## src/logic/wwrs_pkg.sv

```systemverilog
// package for the wake-up watchdog reset supervisor
`default_nettype none
package wwrs_pkg;
   // ****************************************************************
   // timing ratios (ticks of the timebase)
   // ****************************************************************
   // wake period : reset delay : reset-high-to-wake = 8 : 1 : 4
   localparam int unsigned WAKE_RATIO       = 8;
   localparam int unsigned RST_RATIO        = 1;
   localparam int unsigned R2W_RATIO        = 4;
   // default units of the timebase per ratio step
   localparam int unsigned UNIT_TICKS_DEF   = 16;
   // default tick divider, in sys clocks
   localparam int unsigned TICK_DIV_DEF     = 25;
   localparam int unsigned CNT_W            = 24;
   // response time to a kick, typical, and its cycle count
   localparam int unsigned KICK_RESP_NS     = 2000;
   localparam int unsigned CLK_PERIOD_NS    = 40;
   localparam int unsigned KICK_RESP_CYC    = KICK_RESP_NS / CLK_PERIOD_NS;
   // ****************************************************************
   // types
   // ****************************************************************
   typedef enum logic [1:0] {
      ST_RESET,
      ST_DELAY,
      ST_WAKE
   } wwrs_state_t;

   typedef struct packed {
      logic rst_n;
      logic wake;
   } wwrs_out_t;
endpackage : wwrs_pkg
`default_nettype wire

```

## src/logic/wwrs_tick.sv

```systemverilog
// timebase tick divider
`timescale 1ns/100ps
`default_nettype none
module wwrs_tick #(
   parameter int unsigned DIV = wwrs_pkg::TICK_DIV_DEF
) (
   // clock and reset
   input  wire logic clk_in,
   input  wire logic rst_n_in,
   // tick pulse
   output logic      tick_out
);
   logic [23:0] cnt_q;
   logic [23:0] cnt_d;
   logic        tick_d;

   always_comb begin
      if (cnt_q == 24'(DIV - 1)) begin
         cnt_d  = 24'h000000;
         tick_d = 1'b1;
      end else begin
         cnt_d  = cnt_q + 24'h000001;
         tick_d = 1'b0;
      end
   end

   always_ff @(posedge clk_in or negedge rst_n_in) begin
      if (!rst_n_in) begin
         cnt_q    <= 24'h000000;
         tick_out <= 1'b0;
      end else begin
         cnt_q    <= cnt_d;
         tick_out <= tick_d;
      end
   end
endmodule : wwrs_tick
`default_nettype wire

```

## src/logic/wwrs_top.sv

```systemverilog
// supervisor: wake-up square wave, watchdog, reset
`timescale 1ns/100ps
`default_nettype none
// Contract
// wake output is a continuous 50 percent square wave set by the timebase.
// only falling edges of the kick input count.
// the processor kicks after each rising wake edge, then picks a mode.
// first kick in a cycle drives wake low soon, until the next cycle.
// later kicks in the same cycle are ignored.
// at power-up reset stays low until output good.
// undervoltage asserts reset for as long as it lasts.
// after recovery reset stays low one reset delay, then goes high.
// a cycle with no kick ends in a reset pulse of one reset delay.
// wake is held low while reset is asserted.
// after reset release, wait the reset-to-wake delay, then start cycles.
// all intervals share one timebase in fixed ratios.
// one setting fixes all three intervals together.
// a system without watchdog ties wake back to the kick input.
// the kick input is synchronised before edge detection.
// intervals count timebase ticks in ratio 8:1:4.
module wwrs_top #(
   parameter int unsigned TICK_DIV   = wwrs_pkg::TICK_DIV_DEF,
   parameter int unsigned UNIT_TICKS = wwrs_pkg::UNIT_TICKS_DEF
) (
   // clock and reset
   input  wire logic sys_clk_in,
   input  wire logic resetn_in,
   // regulator status
   input  wire logic out_good_in,
   input  wire logic undervolt_in,
   // processor side
   input  wire logic watchdog_kick_in,
   output logic      wake_out,
   output logic      reset_n_out
);
   // ****************************************************************
   // timing
   // ****************************************************************
   localparam int unsigned CW = wwrs_pkg::CNT_W;
   // one setting
   // shared ratios
   // ratio 8:1:4
   localparam logic [CW-1:0] WAKE_T =
      CW'(wwrs_pkg::WAKE_RATIO * UNIT_TICKS);
   localparam logic [CW-1:0] HALF_T =
      CW'(wwrs_pkg::WAKE_RATIO * UNIT_TICKS / 2);
   localparam logic [CW-1:0] RST_T  =
      CW'(wwrs_pkg::RST_RATIO * UNIT_TICKS);
   localparam logic [CW-1:0] R2W_T  =
      CW'(wwrs_pkg::R2W_RATIO * UNIT_TICKS);

   // ****************************************************************
   // reset release and input sync
   // ****************************************************************
   logic [1:0] rsync_q;
   logic       rst_n;

   always_ff @(posedge sys_clk_in or negedge resetn_in) begin
      if (!resetn_in) begin
         rsync_q <= 2'h0;
      end else begin
         rsync_q <= {rsync_q[0], 1'b1};
      end
   end
   assign rst_n = rsync_q[1];

   // pins are async: three stages, a change counts when 2 and 3 agree
   logic [2:0] kick_q;
   logic [2:0] good_q;
   logic [2:0] uv_q;
   logic       kick_lvl_q;
   logic       kick_lvl_d;
   logic       good_lvl_q;
   logic       good_lvl_d;
   logic       uv_lvl_q;
   logic       uv_lvl_d;
   logic       kick_fall;

   always_comb begin
      kick_lvl_d = kick_lvl_q;
      good_lvl_d = good_lvl_q;
      uv_lvl_d   = uv_lvl_q;
      if (kick_q[1] == kick_q[2]) begin
         kick_lvl_d = kick_q[2];
      end
      if (good_q[1] == good_q[2]) begin
         good_lvl_d = good_q[2];
      end
      if (uv_q[1] == uv_q[2]) begin
         uv_lvl_d = uv_q[2];
      end
   end

   // synchronise kick
   always_ff @(posedge sys_clk_in or negedge rst_n) begin
      if (!rst_n) begin
         kick_q     <= 3'h0;
         good_q     <= 3'h0;
         uv_q       <= 3'h0;
         kick_lvl_q <= 1'b0;
         good_lvl_q <= 1'b0;
         uv_lvl_q   <= 1'b0;
      end else begin
         kick_q     <= {kick_q[1:0], watchdog_kick_in};
         good_q     <= {good_q[1:0], out_good_in};
         uv_q       <= {uv_q[1:0], undervolt_in};
         kick_lvl_q <= kick_lvl_d;
         good_lvl_q <= good_lvl_d;
         uv_lvl_q   <= uv_lvl_d;
      end
   end

   // falling edges only
   assign kick_fall = kick_lvl_q & ~kick_lvl_d;

   // ****************************************************************
   // timebase
   // ****************************************************************
   logic tick;

   wwrs_tick #(
      .DIV (TICK_DIV)
   ) u_tick (
      .clk_in   (sys_clk_in),
      .rst_n_in (rst_n),
      .tick_out (tick)
   );

   // ****************************************************************
   // supervisor state machine
   // ****************************************************************
   wwrs_pkg::wwrs_state_t state_q;
   wwrs_pkg::wwrs_state_t state_d;
   logic [CW-1:0]         cnt_q;
   logic [CW-1:0]         cnt_d;
   logic                  kicked_q;
   logic                  kicked_d;
   logic                  powered_q;
   logic                  powered_d;
   wwrs_pkg::wwrs_out_t   out_q;
   wwrs_pkg::wwrs_out_t   out_d;
   logic                  supply_bad;

   // before first good, reset holds regardless of the flag
   assign supply_bad = uv_lvl_q | (~powered_q & ~good_lvl_q);

   always_comb begin
      state_d   = state_q;
      cnt_d     = cnt_q;
      kicked_d  = kicked_q;
      powered_d = powered_q | good_lvl_q;
      out_d     = out_q;
      unique case (state_q)
         wwrs_pkg::ST_RESET: begin
            // wake low in reset
            out_d.wake  = 1'b0;
            out_d.rst_n = 1'b0;
            if (supply_bad) begin
               // hold until good
               // undervoltage holds
               cnt_d = '0;
            end else if (tick) begin
               // one reset delay
               if (cnt_q == RST_T - 1'b1) begin
                  state_d     = wwrs_pkg::ST_DELAY;
                  cnt_d       = '0;
                  out_d.rst_n = 1'b1;
               end else begin
                  cnt_d = cnt_q + 1'b1;
               end
            end
         end
         wwrs_pkg::ST_DELAY: begin
            out_d.wake = 1'b0;
            // delay before first wake
            if (tick) begin
               if (cnt_q == R2W_T - 1'b1) begin
                  state_d    = wwrs_pkg::ST_WAKE;
                  cnt_d      = '0;
                  kicked_d   = 1'b0;
                  out_d.wake = 1'b1;
               end else begin
                  cnt_d = cnt_q + 1'b1;
               end
            end
         end
         wwrs_pkg::ST_WAKE: begin
            // first kick drops wake
            // later kicks ignored
            if (kick_fall && !kicked_q) begin
               kicked_d   = 1'b1;
               out_d.wake = 1'b0;
            end
            if (tick) begin
               cnt_d = cnt_q + 1'b1;
               // half period low
               if (cnt_q == HALF_T - 1'b1) begin
                  out_d.wake = 1'b0;
               end
               if (cnt_q == WAKE_T - 1'b1) begin
                  cnt_d = '0;
                  // missed kick resets
                  if (!(kicked_q || kick_fall)) begin
                     state_d     = wwrs_pkg::ST_RESET;
                     out_d.rst_n = 1'b0;
                     out_d.wake  = 1'b0;
                  end else begin
                     // next rising edge
                     kicked_d   = 1'b0;
                     out_d.wake = 1'b1;
                  end
               end
            end
         end
      endcase
      // undervoltage asserts reset
      if (supply_bad) begin
         state_d     = wwrs_pkg::ST_RESET;
         cnt_d       = '0;
         out_d.rst_n = 1'b0;
         out_d.wake  = 1'b0;
      end
   end

   always_ff @(posedge sys_clk_in or negedge rst_n) begin
      if (!rst_n) begin
         state_q   <= wwrs_pkg::ST_RESET;
         cnt_q     <= '0;
         kicked_q  <= 1'b0;
         powered_q <= 1'b0;
         out_q     <= '0;
      end else begin
         state_q   <= state_d;
         cnt_q     <= cnt_d;
         kicked_q  <= kicked_d;
         powered_q <= powered_d;
         out_q     <= out_d;
      end
   end

   // ****************************************************************
   // outputs
   // ****************************************************************
   assign wake_out    = out_q.wake;
   assign reset_n_out = out_q.rst_n;
endmodule : wwrs_top
`default_nettype wire

```

## config.mk

```make
export PLATFORM = sky130hd
export DESIGN_NAME = wwrs_top
export DESIGN_NICKNAME = d
export VERILOG_FILES = /design/src/logic/wwrs_pkg.sv /design/src/logic/wwrs_tick.sv /design/src/logic/wwrs_top.sv
export SDC_FILE = /design/constraint.sdc
export NUM_CORES = 1
export LEC_CHECK = 0
export ABC_AREA = 1
export BUFFER_PORTS_ARGS = -buffer_cell sky130_fd_sc_hd__clkbuf_2
export CAP_MARGIN = 20
export CORE_MARGIN = 2
export CORE_UTILIZATION = 55
export DETAILED_ROUTE_END_ITERATION = 10
export GPL_TIMING_DRIVEN = 0
export PLACE_DENSITY = 0.74
export RECOVER_POWER = 50
export SYNTH_ARGS = -nofsm -noshare
export SYNTH_HDL_FRONTEND = slang
export SYNTH_SLANG_ARGS = --single-unit
```

## constraint.sdc

```tcl
create_clock -name sys_clk_in -period 2.1 [get_ports sys_clk_in]
set_clock_uncertainty 0.05 [all_clocks]
set_input_delay 0.525 -clock sys_clk_in [delete_from_list [all_inputs] [get_ports sys_clk_in]]
set_output_delay 0.525 -clock sys_clk_in [all_outputs]
set_load 0.005 [all_outputs]
```

==> results.json, run 1 <==
{
  "synth_top_family_by_area": "simple AND/OR/NAND/NOR gates",
  "whs_ns": 0.229,
  "row_count": 30,
  "period_minus_slack_ns": 2.04,
  "start_util_pct": 56.0,
  "antenna_found_initial": 0,
  "p_switching_mw": 1.07,
  "drc_errors": 0,
  "worst_slew_pin_slew_ns": 0.970,
  "io_pins": 7,
  "dpl.hpwl_um": 5460,
  "cts_made_buffers": 9,
  "cp-start-kind": "register",
  "vias_per_cell": 5.33,
  "synth_compound_area_share_pct": 4.05,
  "endpoint": "state_q[1]",
  "p_leak_nw": 2.01,
  "totalWireLength_um": 7670,
  "ff2ff_path_depth": 9,
  "relSlewSlack_pct": 35.4,
  "grt_remaining_overflow": 0,
  "cp_max_fo": 5,
  "grt_pass1_vias": 3093,
  "synth-simple-area-share_pct": 33.3,
  "synth_warnings": 0,
  "gp_congestion": 0.868,
  "fin_nets": 510,
  "drtIter0Drc": 170,
  "cts_tree": "built",
  "syn_to_final_growth_pct": 11.9,
  "cp_num_cells": 9,
  "dieArea_um2": 7480,
  "power_mw": 3.31,
  "p_seq_share_pct": 43.3,
  "hold_path_class": "in -> reg",
  "cts_buffer_depth": 2,
  "p_comb_share_pct": 22.8,
  "arrival_ns": 2.22,
  "cp-startpoint": "state_q[1]",
  "crit_path_max_incr_delay_ns": 0.40,
  "worstSetupPathType": "reg -> reg",
  "grt_pass1_wl_um": 13400,
  "status": "completed",
  "ys_ff_latch": 69,
  "core_um2": 6680,
  "drtPass1Iterations": 5,
  "end_kind": "register",
  "min_period_over_period_pct": 96.9,
  "setup_violations": 0,
  "io_buffers": 6,
  "cts_root_buffer": "clkbuf_8",
  "cap_viol_max_count": 0,
  "ir_drop_uv": 548,
  "critical_path.n_buffers_inverters": 2,
  "slew_viol_final": 0,
  "synthDistinctLibCells": 34,
  "ant_nets": 0,
  "p_per_area_nw_per_um2": 790,
  "place_worst_setup_slack_ns": 0.0763,
  "p_clk_share_pct": 34.0,
  "die_y_um": 86.5,
  "wl_per_cell_um": 13.1,
  "synthXorXnorAreaFrac_pct": 5.62,
  "fin_tns_setup_ns": 0,
  "cts.sinks": 69,
  "fin_util_pct": 62.7,
  "worstSkewPairLatency_ns": 0.35,
  "cp_top_family": "simple AND/OR/NAND/NOR gates",
  "intPower_mw": 2.23,
  "reg2reg_slack_ns": 0.06,
  "synthMuxAreaShare_pct": 0,
  "clkTransAtPathRegs_ns": 0.08,
  "synth-adder-area-share_pct": 3.14,
  "diodes": 0,
  "postSynthCellCount": 469,
  "hold_violations": 0,
  "fin_ws_ns": 0.0642,
  "switching_share_pct": 32.4,
  "synth_area_um2": 3740,
  "r2r_end": "state_q[1]",
  "syn_avg_cell_area_um2": 7.98,
  "drive_above_1_share_pct": 14.1,
  "ys_seq_area_share_pct": 46.2,
  "syn_nets": 481,
  "via_count": 3110,
  "grt_max_degree": 43,
  "crit_required_ns": 2.29,
  "path_cells": "inv_1, ha_2, o211ai_1, nand2_2, buf_4, a21oi_1, nand4_1, nand2_1, o21ai_0",
  "die_x_um": 86.5,
  "r2r_start": "state_q[1]",
  "cts_htree_levels": 3,
  "cp_slowest_cell": "dfrtp_1",
  "grt_usage_pct": 22.8,
  "max_freq_ghz": 0.491
}
## worst reg2reg max path: stages (launching register included)
cell and delay (ns):
dfrtp_1 0.40, inv_1 0.10, ha_2 0.21, o211ai_1 0.31, nand2_2 0.21, buf_4 0.18, a21oi_1 0.10, nand4_1 0.18
nand2_1 0.11, o21ai_0 0.08
## logic make-up after synthesis
| kind of cell | Yosys count |
|---|---|
| flip-flops | 69 |
| buffers and inverters | 68 |
| AO/OA/AOI/OAI | 28 |
| adder cells (fa/ha/maj) | 10 |
| XOR/XNOR | 24 |
| AND/OR/NAND/NOR | 269 |
| other | 1 |
## synth_stat cells
| cell type | count | area (µm²) |
|---|---|---|
| a21boi_0 | 1 | 7.51 |
| a21o_1 | 1 | 7.51 |
| a21oi_1 | 7 | 35.0 |
| a31oi_1 | 1 | 6.26 |
| and3_1 | 1 | 6.26 |
| buf_12 | 1 | 20.0 |
| buf_4 | 1 | 7.51 |
| buf_6 | 1 | 11.3 |
| conb_1 | 1 | 3.75 |
| dfrtp_1 | 69 | 1730 |
| ha_1 | 7 | 87.6 |
| inv_1 | 62 | 233 |
| inv_2 | 2 | 7.51 |
| inv_4 | 1 | 6.26 |
| maj3_1 | 3 | 30.0 |
| nand2_1 | 101 | 379 |
| nand2_2 | 4 | 25.0 |
| nand2_4 | 1 | 11.3 |
| nand3_1 | 31 | 155 |
| nand3_2 | 4 | 40.0 |
| nand3b_1 | 2 | 15.0 |
| nand4_1 | 19 | 119 |
| nor2_1 | 67 | 251 |
| nor2_2 | 16 | 100 |
| nor2_4 | 1 | 11.3 |
| nor3_1 | 10 | 50.1 |
| nor3_2 | 2 | 20.0 |
| nor4_1 | 9 | 56.3 |
| o211ai_1 | 1 | 7.51 |
| o21ai_0 | 15 | 75.1 |
| o22ai_1 | 2 | 12.5 |
| or2_2 | 1 | 6.26 |
| xnor2_1 | 8 | 70.1 |
| xor2_1 | 16 | 140 |
## state kept, by name, indices dropped and copies added (netlist names), 2 cells and up
| signal | count |
|---|---|
| u_tick.cnt_q | 24 |
| cnt_q | 24 |
| uv_q | 3 |
| rsync_q | 2 |
| state_q | 2 |
| good_q | 3 |
| kick_q | 3 |
## layer usage
metal  global-route usage (%)  vias to the layer above  share of wire (%)
met3                     5.62                       16                4.2
met5                        0                        -                  0
met4                     9.66                        0                2.3
li1                         -                     1567                  -
met2                     38.3                       77                 49
met1                     27.9                     1450                 44
## placed cells by master, fill, tap and decap left out, types with 5 or more instances in the layout
cell      synthesis  routed
nor3_1           10      10
nor4_1            9       9
clkbuf_2          0       5
nor2_1           67      65
nor2_2           16      18
o21ai_0          15      14
clkbuf_8          0       9
xnor2_1           8       8
dfrtp_1          69      69
a21oi_1           7       7
inv_1            62      62
nand4_1          19      19
buf_4             1       9
xor2_1           16      16
nand2_1         101     102
nand3_1          31      31
## per-stage QoR
stage                     instance area (µm²)  std cells
after detailed placement                 3890        556
after global placement                   3870        555
final                                    4190        583
after floorplan                          3740        469
after CTS                                4110        573
after global routing                     4190        583
## how the worst min path moves through the flow
| stage | start | end | slack, ns | depth (start not counted) |
|---|---|---|---|---|
| 2_1_floorplan | resetn_in | rsync_q[0] | 0.18 | 0 |
| 6_report | out_good_in | good_q[0] | 0.23 | 1 |
| 5_1_grt | watchdog_kick_in | kick_q[0] | 0.20 | 1 |
| 3_3_place_gp | resetn_in | rsync_q[0] | 0.26 | 1 |
| 3_5_place_dp | rsync_q[1] | kick_q[0] | 0.24 | 0 |
| 4_1_cts | out_good_in | good_q[0] | 0.21 | 1 |
## power by group through the flow
stage / Clock, mW / Combinational (mW) / Sequential, mW
after floorplan: 0 / 0.478 / 1.46
after global placement: 0 / 0.593 / 1.47
after detailed placement: 0 / 0.622 / 1.46
after CTS: 1.16 / 0.625 / 1.43
after global routing: 1.23 / 0.814 / 1.44
final: 1.12 / 0.753 / 1.43
## cell type report
type	count	area, µm²
repair buffers	16	106
inverters	65	251
fillers	597	2490
clock buffers	9	124
multi-input cells	333	1750
clock inverters	7	82.6
flip-flops and latches	69	1730
well taps	80	100
repair inverters	1	5.00
plain buffers	3	38.8
## what timing repair did
action                                  in CTS  in global routing
hold buffers                                 1                  0
endpoints found under the hold margin        2                  0
gates resized for setup                      0                 10
setup buffers                                0                  8
endpoints found under the setup margin       0                 21
(Power assumes the default switching activity.)
==> run 2, diff against run 1 <==
--- a/config.mk
+++ b/config.mk
@@ -16,4 +16,5 @@
 export RECOVER_POWER = 50
 export SYNTH_ARGS = -nofsm -noshare
 export SYNTH_HDL_FRONTEND = slang
+export SYNTH_HIERARCHICAL = 1
 export SYNTH_SLANG_ARGS = --single-unit
==> results.json, run 2 <==
{
  "hold_start": "out_good_in",
  "max_freq_ghz": 0.528,
  "ys_seq_area_share_pct": 42.7,
  "largestRegisters": "cnt_q (24), u_tick/cnt_q (24)",
  "async_reset_ff_share_pct": 100,
  "dpl.hpwl_um": 5700,
  "grt_setup_unrepaired": "true",
  "final_cell_mix": "120 x nand2_1, 74 x nor2_1, 69 x inv_1, 68 x dfrtp_1, 47 x nand3_1",
  "vias_per_cell": 5.12,
  "instances_no_fill": 641,
  "cts_made_buffers": 9,
  "end_kind": "register",
  "hold_path_class": "in -> reg",
  "fin_nets": 549,
  "r2r_start": "state_q[0]",
  "core_um2": 7180,
  "worst_slew_pin_slew_ns": 1.41,
  "antenna_found_initial": 0,
  "cap_viol_max_count": 0,
  "wl_per_cell_um": 12.3,
  "ys_ff_latch": 69,
  "diodes": 0,
  "cp-start-kind": "register",
  "yosysMostFrequentCell": "nand2_1",
  "min_period_over_period_pct": 90.1,
  "synthTopCellsByArea": "dfrtp_1 43%, nand2_1 11%, nor2_1 6.8%",
  "synth_area_um2": 4040,
  "grt_pass1_vias": 3277,
  "worstSkewPairLatency_ns": 0.35,
  "placed_area_um2": 4200,
  "syn_to_final_growth_pct": 8.98,
  "drtIter0Drc": 124,
  "relSlewSlack_pct": 5.79,
  "grt_pass1_wl_um": 14300,
  "p_per_area_nw_per_um2": 738,
  "synth_top_cell_area_share_pct": 42.7,
  "io_buffers": 6,
  "fin_tns_setup_ns": 0,
  "synth_common_cells": "120 x nand2_1, 73 x nor2_1, 69 x dfrtp_1, 69 x inv_1, 47 x nand3_1",
  "ir_drop_uv": 498,
  "synthDistinctLibCells": 36,
  "dieArea_um2": 8050,
  "status": "completed",
  "start_util_pct": 56.3,
  "postSynthCellCount": 516,
  "fillers": 641,
  "die_y_um": 89.7,
  "synth_top_area_cell": "dfrtp_1",
  "clkTransAtPathRegs_ns": 0.08,
  "drc_errors": 0,
  "totalWireLength_um": 7900,
  "cp_max_fo": 10,
  "cts_buffer_depth": 2,
  "cts.sinks": 69,
  "grt_usage_pct": 21.5,
  "ys.flop_type": "dfrtp_1",
  "final_common_cell": "nand2_1",
  "syn_nets": 528,
  "holdPathStages": 1,
  "arrival_ns": 2.11,
  "cts_tree": "built",
  "cp-startpoint": "state_q[0]",
  "fin_area_um2": 4410,
  "drive_above_1_share_pct": 14.0,
  "syn_avg_cell_area_um2": 7.83,
  "worstSetupPathType": "reg -> reg",
  "synth_warnings": 6,
  "die_x_um": 89.7,
  "row_count": 31,
  "via_count": 3280,
  "slew_viol_final": 0,
  "drtPass1Iterations": 5,
  "crit_required_ns": 2.32,
  "grt_remaining_overflow": 0,
  "cts_root_buffer": "clkbuf_8",
  "period_minus_slack_ns": 1.89,
  "grt_max_degree": 68,
  "ff2ff_path_depth": 10,
  "synth_edf_count": 0,
  "dp.cells": 621,
  "power_mw": 3.25,
  "gp_congestion": 0.883,
  "p_leak_nw": 2.13,
  "ant_nets": 0,
  "hold_violations": 0,
  "cts_htree_levels": 3,
  "io_pins": 7,
  "setup_violations": 0
}
[run 2: final timing paths]
kind | endpoint | slack (ns)
setup reg to reg | cnt_q[13] | 0.21
min in group asynchronous | rsync_q[1] | 0.43
hold / removal | good_q[0] | 0.22
hold reg to reg | uv_q[1] | 0.29
max in group asynchronous | u_tick/cnt_q[13] | 0.57
setup / recovery | cnt_q[13] | 0.21
[run 2: area by class of cell]
type,instances,area (µm²),share of cell area [%]
Sequential cell,69,1730,39.2
Tap cell,99,124,2.81
Clock inverter,7,56.3,1.28
Multi-Input combinational cell,367,1970,44.8
Buffer,6,60.1,1.36
Timing Repair Buffer,10,61.3,1.39
Clock buffer,9,124,2.81
Inverter,74,278,6.31
[run 2: what timing repair did]
| action | in CTS | in global routing |
|---|---|---|
| endpoints found under the setup margin | 5 | 11 |
| resized for setup | 1 | 3 |
| buffers inserted | 0 | 3 |
| pin swaps | 0 | 1 |
| hold buffers | 1 | 0 |
| endpoints found under the hold margin | 2 | 0 |
[run 2: through the flow]
step	hold slack [ns]	worst slack, ns	utilization [%]
5_1_grt	0.209	-0.00519	61.4
3_3_place_gp	0.262	-0.00209	58.5
2_1_floorplan	0.179	0.392	-
4_1_cts	0.208	0.0518	61.3
3_5_place_dp	0.262	-0.0143	58.5
6_report	0.224	0.207	61.4
[run 2: metal layers]
| layer | up-vias | GRT usage, % | part of all wire (%) | routed length (µm) |
|---|---|---|---|---|
| met2 | 65 | 37.4 | 50 | 3940 |
| met5 | - | 0 | 0 | 0 |
| met3 | 13 | 3.86 | 3.3 | 261 |
| met4 | 0 | 8.85 | 1.8 | 146 |
| li1 | 1677 | - | - | - |
| met1 | 1525 | 26.7 | 45 | 3560 |
[run 2: report_power, final]
part           internal [mW]  total [mW]  switching, mW
combinational          0.279       0.789          0.510
sequential              1.39        1.47         0.0783
clock                  0.442       0.991          0.549
[run 2: kinds of logic after synthesis]
| logic type | count (synthesis) | synth area share [%] |
|---|---|---|
| AOI/OAI and AO/OA | 38 | 6.00 |
| xor gates and xnor gates | 24 | 5.20 |
| DFF | 69 | 42.7 |
| other | 1 | 0.0928 |
| and+or+nand+nor | 294 | 34.7 |
| buffers and inverters | 80 | 8.36 |
| adders and majority gates | 10 | 2.91 |
[run 2: critical path: stages (launching register included)]
cell     delay [ns]
dfrtp_1        0.40
inv_1          0.08
ha_2           0.24
inv_2          0.10
nand3_1        0.07
nand3_1        0.12
buf_4          0.20
nand2_1        0.10
nor2_4         0.14
nand2_2        0.14
o21ai_0        0.17
